**config.mk**
```make
export PLATFORM = sky130hd
export DESIGN_NAME = hbfrs_top
export DESIGN_NICKNAME = d
export VERILOG_FILES = /design/src/inc/hbfrs_pkg.sv /design/src/design/hbfrs_fault_channel.sv /design/src/design/hbfrs_toggle_sense.sv /design/src/design/hbfrs_top.sv
export VERILOG_INCLUDE_DIRS = /design/src /design/src/inc
export SDC_FILE = /design/constraint.sdc
export NUM_CORES = 1
export LEC_CHECK = 0
export BUFFER_PORTS_ARGS = -buffer_cell sky130_fd_sc_hd__buf_2
export CORE_MARGIN = 4
export CORE_UTILIZATION = 34
export DETAILED_ROUTE_END_ITERATION = 10
export PLACE_DENSITY_LB_ADDON = 0.25
export SYNTH_ARGS = -nofsm -noshare
export SYNTH_HDL_FRONTEND = slang
export SYNTH_SLANG_ARGS = --single-unit
```
**constraint.sdc**
```tcl
create_clock -name clock -period 3 [get_ports clock]
set_input_delay 0.15 -clock clock [delete_from_list [all_inputs] [get_ports clock]]
set_output_delay 0.15 -clock clock [all_outputs]
set_load 0.005 [all_outputs]
```
**src/inc/hbfrs_defs.svh**
```systemverilog
// constants for the high bus fault response selector
`ifndef HBFRS_DEFS_SVH
`define HBFRS_DEFS_SVH
`define HBFRS_ADDR_GLOBAL 8'hB0
`define HBFRS_ADDR_CTRL 8'hB8
`define HBFRS_ADDR_STATUS 8'hD7
`define HBFRS_GLOBAL_EN_BIT 7
`define HBFRS_CTRL_OUTUV_LSB 2
`define HBFRS_CTRL_INOV_LSB 4
`define HBFRS_CTRL_INUV_LSB 6
`define HBFRS_STAT_OUTUV_BIT 5
`define HBFRS_STAT_INOV_BIT 6
`define HBFRS_STAT_INUV_BIT 7
`define HBFRS_RESET_BYTE 8'h00
`define HBFRS_RESET_STRAP 2'h0
`define HBFRS_HICCUP_MS 500
`define HBFRS_CLOCK_KHZ 50000
`define HBFRS_HICCUP_CYCLES (`HBFRS_TIMER_W'(`HBFRS_HICCUP_MS * `HBFRS_CLOCK_KHZ))
`define HBFRS_TIMER_W 25
`define HBFRS_TIMER_ZERO 25'h0000000
`define HBFRS_TIMER_ONE 25'h0000001
`endif

```
**src/inc/hbfrs_pkg.sv**
```systemverilog
// types shared by the fault response selector modules
`default_nettype none
package hbfrs_pkg;
  typedef enum logic [1:0] {
    HBFRS_FLAG = 2'h0,
    HBFRS_HICCUP = 2'h1,
    HBFRS_LATCH = 2'h2,
    HBFRS_FLAG_ALT = 2'h3
  } hbfrs_resp_t;
  typedef enum logic [3:0] {
    HBFRS_IDLE = 4'h1,
    HBFRS_HOLD = 4'h2,
    HBFRS_WAIT = 4'h4,
    HBFRS_LATCHED = 4'h8
  } hbfrs_state_t;
endpackage
`default_nettype wire

```
**src/design/hbfrs_fault_channel.sv**
```systemverilog
// response state machine and hiccup timer for one protection fault
`timescale 1ns/1ps
`default_nettype none
`include "hbfrs_defs.svh"
module hbfrs_fault_channel import hbfrs_pkg::*; #(
  parameter logic [`HBFRS_TIMER_W-1:0] HICCUP_CYCLES = `HBFRS_HICCUP_CYCLES
) (
  // clock and reset
  input wire logic clock,
  input wire logic reset,
  // fault and selected response
  input wire logic faultIn,
  input wire logic [1:0] respMode,
  input wire logic toggleSeen,
  // stop request for the next cycle, and current state
  output logic stopNext,
  output hbfrs_state_t state
);
  hbfrs_state_t next_state;
  logic [`HBFRS_TIMER_W-1:0] count;
  logic [`HBFRS_TIMER_W-1:0] next_count;

  always_comb begin
    next_state = state;
    next_count = count;
    case (state)
      HBFRS_IDLE: begin
        if (faultIn) begin
          case (respMode)
            HBFRS_HICCUP: next_state = HBFRS_HOLD;
            HBFRS_LATCH: next_state = HBFRS_LATCHED;
            default: next_state = HBFRS_IDLE;
          endcase
        end
      end
      HBFRS_HOLD: begin
        next_count = `HBFRS_TIMER_ZERO;
        if (!faultIn) next_state = HBFRS_WAIT;
      end
      HBFRS_WAIT: begin
        // a fault that returns during the wait restarts the whole delay
        if (faultIn) begin
          next_state = HBFRS_HOLD;
        end else if (count == HICCUP_CYCLES - `HBFRS_TIMER_ONE) begin
          next_state = HBFRS_IDLE;
        end else begin
          next_count = count + `HBFRS_TIMER_ONE;
        end
      end
      HBFRS_LATCHED: begin
        // a toggle while the fault is still there does not release
        if (toggleSeen && !faultIn) next_state = HBFRS_IDLE;
      end
      default: next_state = HBFRS_IDLE;
    endcase
    stopNext = (next_state != HBFRS_IDLE);
  end

  always_ff @(posedge clock) begin
    if (reset) begin
      state <= HBFRS_IDLE;
      count <= `HBFRS_TIMER_ZERO;
    end else begin
      state <= next_state;
      count <= next_count;
    end
  end
endmodule
`default_nettype wire

```
**src/design/hbfrs_toggle_sense.sv**
```systemverilog
// edge sensing on the switching-enable and chip-enable pins
`timescale 1ns/1ps
`default_nettype none
module hbfrs_toggle_sense (
  // clock and reset
  input wire logic clock,
  input wire logic reset,
  // enable pins
  input wire logic switchEnablePin,
  input wire logic chipEnablePin,
  // one-cycle pulse on any edge of either pin
  output logic toggleSeen
);
  logic prevSwitch;
  logic prevChip;
  logic next_prevSwitch;
  logic next_prevChip;
  logic next_toggleSeen;

  always_comb begin
    next_prevSwitch = switchEnablePin;
    next_prevChip = chipEnablePin;
    next_toggleSeen = (switchEnablePin ^ prevSwitch) | (chipEnablePin ^ prevChip);
  end

  // reset takes the pin levels so release itself is not seen as a toggle
  always_ff @(posedge clock) begin
    if (reset) begin
      prevSwitch <= switchEnablePin;
      prevChip <= chipEnablePin;
      toggleSeen <= 1'b0;
    end else begin
      prevSwitch <= next_prevSwitch;
      prevChip <= next_prevChip;
      toggleSeen <= next_toggleSeen;
    end
  end
endmodule
`default_nettype wire

```
**src/design/hbfrs_top.sv**
```systemverilog
// high bus fault response selector: registers, channels and outputs
`timescale 1ns/1ps
`default_nettype none
`include "hbfrs_defs.svh"
module hbfrs_top import hbfrs_pkg::*; #(
  parameter logic [`HBFRS_TIMER_W-1:0] HICCUP_CYCLES = `HBFRS_HICCUP_CYCLES
) (
  // clock and reset
  input wire logic clock,
  input wire logic reset,
  // register access
  input wire logic regWrite,
  input wire logic [7:0] regAddr,
  input wire logic [7:0] regWriteData,
  output logic [7:0] regReadData,
  // second-level comparator outputs
  input wire logic faultOutUv,
  input wire logic faultInOv,
  input wire logic faultInUv,
  // strap and enable pins
  input wire logic [1:0] modeStrap,
  input wire logic switchEnablePin,
  input wire logic chipEnablePin,
  // responses
  output logic faultAlertN,
  output logic pwmEnable
);
  logic [7:0] ctrlReg;
  logic globalEnable;
  logic [2:0] statusBits;
  logic [1:0] strapMode;
  logic [1:0] next_strapMode;
  logic [7:0] next_ctrlReg;
  logic next_globalEnable;
  logic [2:0] next_statusBits;
  logic [7:0] next_regReadData;
  logic next_faultAlertN;
  logic next_pwmEnable;
  logic [2:0] faultVec;
  logic [5:0] fieldVec;
  logic [5:0] effMode;
  logic [2:0] stopVec;
  hbfrs_state_t chanState [3];
  logic toggleSeen;

  assign faultVec = {faultInUv, faultInOv, faultOutUv};
  assign fieldVec = ctrlReg[`HBFRS_CTRL_INUV_LSB+1:`HBFRS_CTRL_OUTUV_LSB];

  // register file: control byte, global enable bit, sticky status
  always_comb begin
    next_ctrlReg = ctrlReg;
    next_globalEnable = globalEnable;
    if (regWrite && regAddr == `HBFRS_ADDR_CTRL) next_ctrlReg = regWriteData;
    if (regWrite && regAddr == `HBFRS_ADDR_GLOBAL) begin
      next_globalEnable = regWriteData[`HBFRS_GLOBAL_EN_BIT];
    end
    // no clear path here, so a new fault can never be lost to a clear
    next_statusBits = statusBits | faultVec;
    next_regReadData = `HBFRS_RESET_BYTE;
    case (regAddr)
      `HBFRS_ADDR_CTRL: next_regReadData = ctrlReg;
      `HBFRS_ADDR_GLOBAL: next_regReadData[`HBFRS_GLOBAL_EN_BIT] = globalEnable;
      `HBFRS_ADDR_STATUS: begin
        next_regReadData[`HBFRS_STAT_INUV_BIT:`HBFRS_STAT_OUTUV_BIT] = statusBits;
      end
      default: next_regReadData = `HBFRS_RESET_BYTE;
    endcase
  end

  always_ff @(posedge clock) begin
    if (reset) begin
      ctrlReg <= `HBFRS_RESET_BYTE;
      globalEnable <= 1'b0;
      statusBits <= 3'h0;
      regReadData <= `HBFRS_RESET_BYTE;
    end else begin
      ctrlReg <= next_ctrlReg;
      globalEnable <= next_globalEnable;
      statusBits <= next_statusBits;
      regReadData <= next_regReadData;
    end
  end

  // strap is sampled while reset is held; later pin changes are ignored
  always_comb begin
    next_strapMode = reset ? modeStrap : strapMode;
  end

  always_ff @(posedge clock) begin
    strapMode <= next_strapMode;
  end

  hbfrs_toggle_sense toggleSense (
    .clock(clock),
    .reset(reset),
    .switchEnablePin(switchEnablePin),
    .chipEnablePin(chipEnablePin),
    .toggleSeen(toggleSeen)
  );

  // channel 0 output undervoltage, 1 input overvoltage, 2 input undervoltage
  for (genvar i = 0; i < 3; i++) begin : gChan
    logic [`HBFRS_TIMER_W-1:0] quietCnt;
    logic [`HBFRS_TIMER_W-1:0] next_quietCnt;
    assign effMode[2*i+1:2*i] = globalEnable ? fieldVec[2*i+1:2*i] : strapMode;
    hbfrs_fault_channel #(.HICCUP_CYCLES(HICCUP_CYCLES)) chan (
      .clock(clock),
      .reset(reset),
      .faultIn(faultVec[i]),
      .respMode(effMode[2*i+1:2*i]),
      .toggleSeen(toggleSeen),
      .stopNext(stopVec[i]),
      .state(chanState[i])
    );

    // checker helper only: edges since the fault was last high, held at the delay
    always_comb begin
      next_quietCnt = quietCnt;
      if (faultVec[i]) begin
        next_quietCnt = `HBFRS_TIMER_ZERO;
      end else if (quietCnt != HICCUP_CYCLES) begin
        next_quietCnt = quietCnt + `HBFRS_TIMER_ONE;
      end
    end

    always_ff @(posedge clock) begin
      if (reset) begin
        quietCnt <= `HBFRS_TIMER_ZERO;
      end else begin
        quietCnt <= next_quietCnt;
      end
    end

  end

  // alert follows the live fault; status keeps the history
  always_comb begin
    next_faultAlertN = ~(|faultVec);
    next_pwmEnable = ~(|stopVec);
  end

  always_ff @(posedge clock) begin
    if (reset) begin
      faultAlertN <= 1'b1;
      pwmEnable <= 1'b1;
    end else begin
      faultAlertN <= next_faultAlertN;
      pwmEnable <= next_pwmEnable;
    end
  end
endmodule
`default_nettype wire

```
* After elaboration in Yosys (flattened, before gate mapping) *
Cells that the tools add are included.

word-level totals
  bits of input ports = 26
  word-level logic and storage cells = 112
  flip-flop bits (word level) = 114

cells by class
  add/sub/neg operators = 3
  eq/ne operators = 33
  reduce and logical (&&, ||, !) cells = 17
  bitwise logic cells = 7
  mux-type cells = 35

operators with widths
  operator               count
  $mux 25                6
  $pmux 25 s2            3
  $add 25x1->25 const B  3
  $eq 25x25->1 const B   3
  $mux 4                 15
  $pmux 4 s4             3
  $eq 8x8->1 const B     3
  $pmux 4 s2             3
  $eq 4x1->1 const B     3
  $eq 4x2->1 const B     3
  $eq 4x3->1 const B     3
  $eq 4x4->1 const B     3
  $ne 2x2->1 const B     6
  $ne 4x1->1 const B     3
  $reduce_and 3->1       3
  $eq 2x1->1 const B     3
  $eq 2x2->1 const B     3
  $mux 2                 3
  $reduce_bool 2->1      3
  $reduce_or 3->1        2
  $logic_and 1x1->1      5
  $pmux 2 s2             1
  $logic_not 1->1        3
  $not 1->1              3
  other kinds (5)        6

* Longest topological paths before layout *
  depth in word-level cells = 8
  depth in mapped cells = 11

* Modules after synthesis *
From an unflattened synthesis, not the netlist that was laid out.

unflattened totals
  cells, all modules = 704
  area, all modules = 6049.6 µm²

modules (own cells, without submodules)
  module               sequential area each (µm²)  instances  cells each  area each (µm²)
  hbfrs_fault_channel  580.6                       3          200         1651.6
  hbfrs_top            500.5                       1          98          1012.2
  hbfrs_toggle_sense   60.1                        1          6           82.6

* Least setup slack after synthesis *
Ideal clock, no wire load.

  path kind = register to register
  start = reg gChan[2].chan.count[0]
  end = reg gChan[2].chan.count[22]
  cell stages (with the launch flop) = 8
  slack = 899 ps
  library setup time = 128 ps
  arrival time = 1973 ps
  buffers on the path = 0
  clock period less this slack = 2101 ps
  path through = dfxtp_1 ha_1 nand2_1 or3_4 or3b_4 a2111oi_4 xnor2_1 nor2_1

between the ends
  longest elaborated chain between the ends = 4

ends and longest elaborated chain
  element                         RTL line                   text
  start, declared                 hbfrs_fault_channel.sv:20  logic [`HBFRS_TIMER_W-1:0] count;
  start signal, assigned          hbfrs_fault_channel.sv:62  count <= `HBFRS_TIMER_ZERO;
  start signal, assigned          hbfrs_fault_channel.sv:65  count <= next_count;
  $add 25x1->25 (no source line)  --
  $mux 25                         hbfrs_fault_channel.sv:44  end else if (count == HICCUP_CYCLES - `HBFRS_TIMER_ONE) begin
  $mux 25                         hbfrs_fault_channel.sv:42  if (faultIn) begin
  $pmux 25 s2                     hbfrs_fault_channel.sv:26  case (state)

Several ways; a longest one is shown, not always the timed one. The select of a mux whose other input is x is not followed.
A chain may end at the register's enable or synchronous reset.

* Worst setup path after layout *
  start = in faultInOv
  end = reg gChan[1].chan.count[21]

between the ends
  longest elaborated chain between the ends = 2

ends and longest elaborated chain
  element                            RTL line                   text
  start, declared                    hbfrs_top.sv:18            input wire logic faultInOv,
  $ne 2x2->1 (no source line)        --
  $reduce_and 3->1 (no source line)  --
  end signal, assigned               hbfrs_fault_channel.sv:62
  end signal, assigned               hbfrs_fault_channel.sv:65
  end, declared                      hbfrs_fault_channel.sv:20

Every way passes these cells.

==> results.cfg <==
[floorplan]
die_h_um = 136
placeableCoreArea_um2 = 16000
die_x_um = 136
initial_core_util_pct = 35.0
row_count = 46
floorplan.die_area_um2 = 18600
floorplan.io_pins = 36

[timing]
tightest_slew_ps = 655
sum_of_negative_setup_slack_ps = 0
fmax_ghz = 0.405
setup_viol = 0
unrepaired_setup_endpoints_after_global_routing = no
final.setup_skew_ps = 7.03
max-slew-margin-rel_pct = 56.4
timing.final.crit_share_pct = 82.4
drv_slew = 0
final-hold-violation-count = 0
min_period_ps = 2470

[pwr]
power-per-cell-area_nw_per_um2 = 557
static-leakage-power_nw = 2.40
worst_ir_drop_vdd_v = 0.000464

[cells_and_area]
areaGrowthSynthToFinish_pct = 19.8
design.final.nets = 727
final_design_area_no_fill_um2 = 6710
diodes = 0
area.sequential_um2 = 2300
multi_input_area_um2 = 3070
fillerInstances = 1621
drive_above_1_share_pct = 13.0
final_core_utilization_pct = 41.9

[drt]
routedWlPerCell_um = 13.3
post_drt_via_cell_ratio = 5.16
drt_iter0_drc = 219
route.detailed.drc = 0
dr_total_vias = 4756
drt.antenna.violating_nets = 0
route.final.wire_length_mm = 12.3
detail_route.first_pass.iterations = 4

[grt]
grt_max_degree = 33
grt_antenna_before_repair = 0
global_route_wire_length_before_repair_mm = 21.7
grt_util_all_layers_pct = 14.4
grt_overflow = 0
grt_pass1_vias = 4660

[placed_design]
port_buffers = 35
place_area_um2 = 5980
dpl.hpwl_mm = 8.50
finalWeightedCongestion = 0.820

[synth]
synth_enable_flop_cells = 2
synth_ff_type = dfxtp_1
synthesis.area_um2 = 5600
seq_area_frac_synth_pct = 41.1
postSynthCellCount = 644
synth_async_sr_flop_share_pct = 0
ys_ff_latch = 114
post_synth_num_cell_types = 69
ys_warn_count = 0
postSynthAreaPerCell_um2 = 8.69
syn_nets = 679

[clocking]
path_clk_slew_ps = 50
clkSinkCount = 114
htreeDepth = 4
cts_tree = built
clockBufferDepth = 2
cts_resized = 0
cts_inserted_buffers = 17
root_buf_cell = clkbuf_16
worst_skew_pair.late_latency_ps = 410

[worst_setup_path]
worstPathRequired_ps = 3340
cp-startpoint = faultInOv
critical_path_type = primary input to flip-flop
cells_along_the_critical_path = dlygate4sd3_1 > buf_2 > or4_1 > o21ba_1 > o2111ai_1 > or3_1 > a21oi_1
worstSetupEndpointType = flip-flop
cp_max_fo = 17
worstSetupEndpoint = gChan[1].chan.count[21]
cp_data_arrival_time_ps = 2810
rr_worst_depth = 5
reg2reg_to = gChan[1].chan.count[21]
r2r-start = gChan[1].chan.state[0]
critical_path.startpoint_type = primary input
cp_peak_stage_delay_ps = 660
critical-path-slowest-cell = o21ba_1
worst-r2r-setup-slack_ps = 540

[run]
maxCapViolations = 0

[min_path]
hold_path.class = primary input to flip-flop

[outcome]
run_status = finished, final reports clean
[placed cells by master (no fill, tap or decap), types with 18 or more instances in the layout]
cell type / count
or3_1: 19
nand3_1: 18
xnor2_1: 28
o21ai_0: 22
buf_2: 35
dfxtp_1: 112
inv_1: 21
xor2_1: 22
nand2_1: 41
a21oi_1: 35
nor2_1: 93
[stage by stage]
stage               std cells  worst slack (ps)  hold WS, ps  total power, mW
floorplan                 644               899          178             1.69
global placement          876               601          286             1.74
detailed placement        876               549          286             1.74
CTS                       921               537         18.7             3.79
global route              921               264         46.5             3.88
finish                    921               529         34.1             3.74
[registers in the layout, summed over array words and instances, names as in the netlist]
register,flops
gChan.chan.state,12
globalEnable,1
toggleSense.toggleSeen,1
pwmEnable,1
faultAlertN,1
regReadData,8
statusBits,3
toggleSense.prevSwitch,1
gChan.chan.count,75
ctrlReg,8
toggleSense.prevChip,1
strapMode,2
[timing repair]
action / CTS / global route
hold buffers: 13 / 0
setup buffers: 0 / 0
hold endpoints to repair: 13 / 0
[final cells by class]
class | instances | share of cell area, %
clock buffer | 28 | 7.86
clock inverter | 4 | 1.04
inverter | 21 | 1.18
multi-input combinational | 479 | 45.8
sequential | 114 | 34.3
tap | 216 | 4.03
timing repair buffer | 59 | 5.78
[kinds of logic after synthesis]
| kind of cell | Yosys count | share of synthesized area [%] |
|---|---|---|
| muxes | 15 | 2.70 |
| DFF | 114 | 41.1 |
| AOI/OAI and AO/OA | 114 | 14.6 |
| adders and majority gates | 9 | 2.01 |
| xor gates and xnor gates | 50 | 7.82 |
| and+or+nand+nor | 291 | 27.6 |
| buffers and inverters | 51 | 4.07 |
[worst max-delay path, delay by kind of cell]
family                 cells  cell delay, ps
AO/OA/AOI/OAI              3            1090
buffers and inverters      2             700
AND/OR/NAND/NOR            2             860
[power breakdown]
part,total [mW],switching (mW),internal (mW)
Combinational,0.165,0.0906,0.0747
Sequential,1.56,0.0198,1.54
Clock,2.01,0.660,1.35
[metal layers]
layer / vias to the layer above / track usage [%] / part of all wire [%]
met4: 0 / 5.26 / 1.4
met1: 2275 / 18.2 / 49
met2: 67 / 23.0 / 47
met5: - / 0 / 0
li1: 2400 / - / -
met3: 14 / 4.48 / 3.5
[synth_stat cells, types with 4 or more instances]
cell / count / area, µm²
dfxtp_1: 112 / 2240
nor2_1: 93 / 349
nand2_1: 41 / 154
a21oi_1: 35 / 175
xnor2_1: 28 / 245
o21ai_0: 22 / 110
xor2_1: 22 / 193
inv_1: 21 / 78.8
or3_1: 19 / 119
nand3_1: 18 / 90.1
clkbuf_1: 15 / 56.3
nor4_1: 15 / 93.8
mux2i_1: 14 / 140
nor3_1: 14 / 70.1
and2_1: 13 / 81.3
nand4_1: 13 / 81.3
o2111ai_1: 12 / 105
buf_2: 11 / 55.1
nand2b_1: 11 / 68.8
and3_1: 10 / 62.6
and4_1: 9 / 78.8
ha_1: 9 / 113
o211ai_1: 9 / 67.6
nor2b_1: 8 / 50.1
a211oi_1: 6 / 45.0
or4_1: 4 / 30.0
[worst min-delay path by stage]
| stage | startpoint | slack (ps) | depth (start not counted) | to |
|---|---|---|---|---|
| after detailed placement | chipEnablePin | 290 | 1 | toggleSense.prevChip |
| final | faultInUv | 30 | 2 | gChan[2].chan.state[2] |
| after global placement | chipEnablePin | 290 | 1 | toggleSense.prevChip |
| after floorplan | chipEnablePin | 180 | 0 | toggleSense.prevChip |
| after CTS | faultInUv | 20 | 2 | gChan[2].chan.state[2] |
| after global routing | faultInUv | 50 | 2 | gChan[2].chan.state[2] |
(Power assumes the default switching activity.)
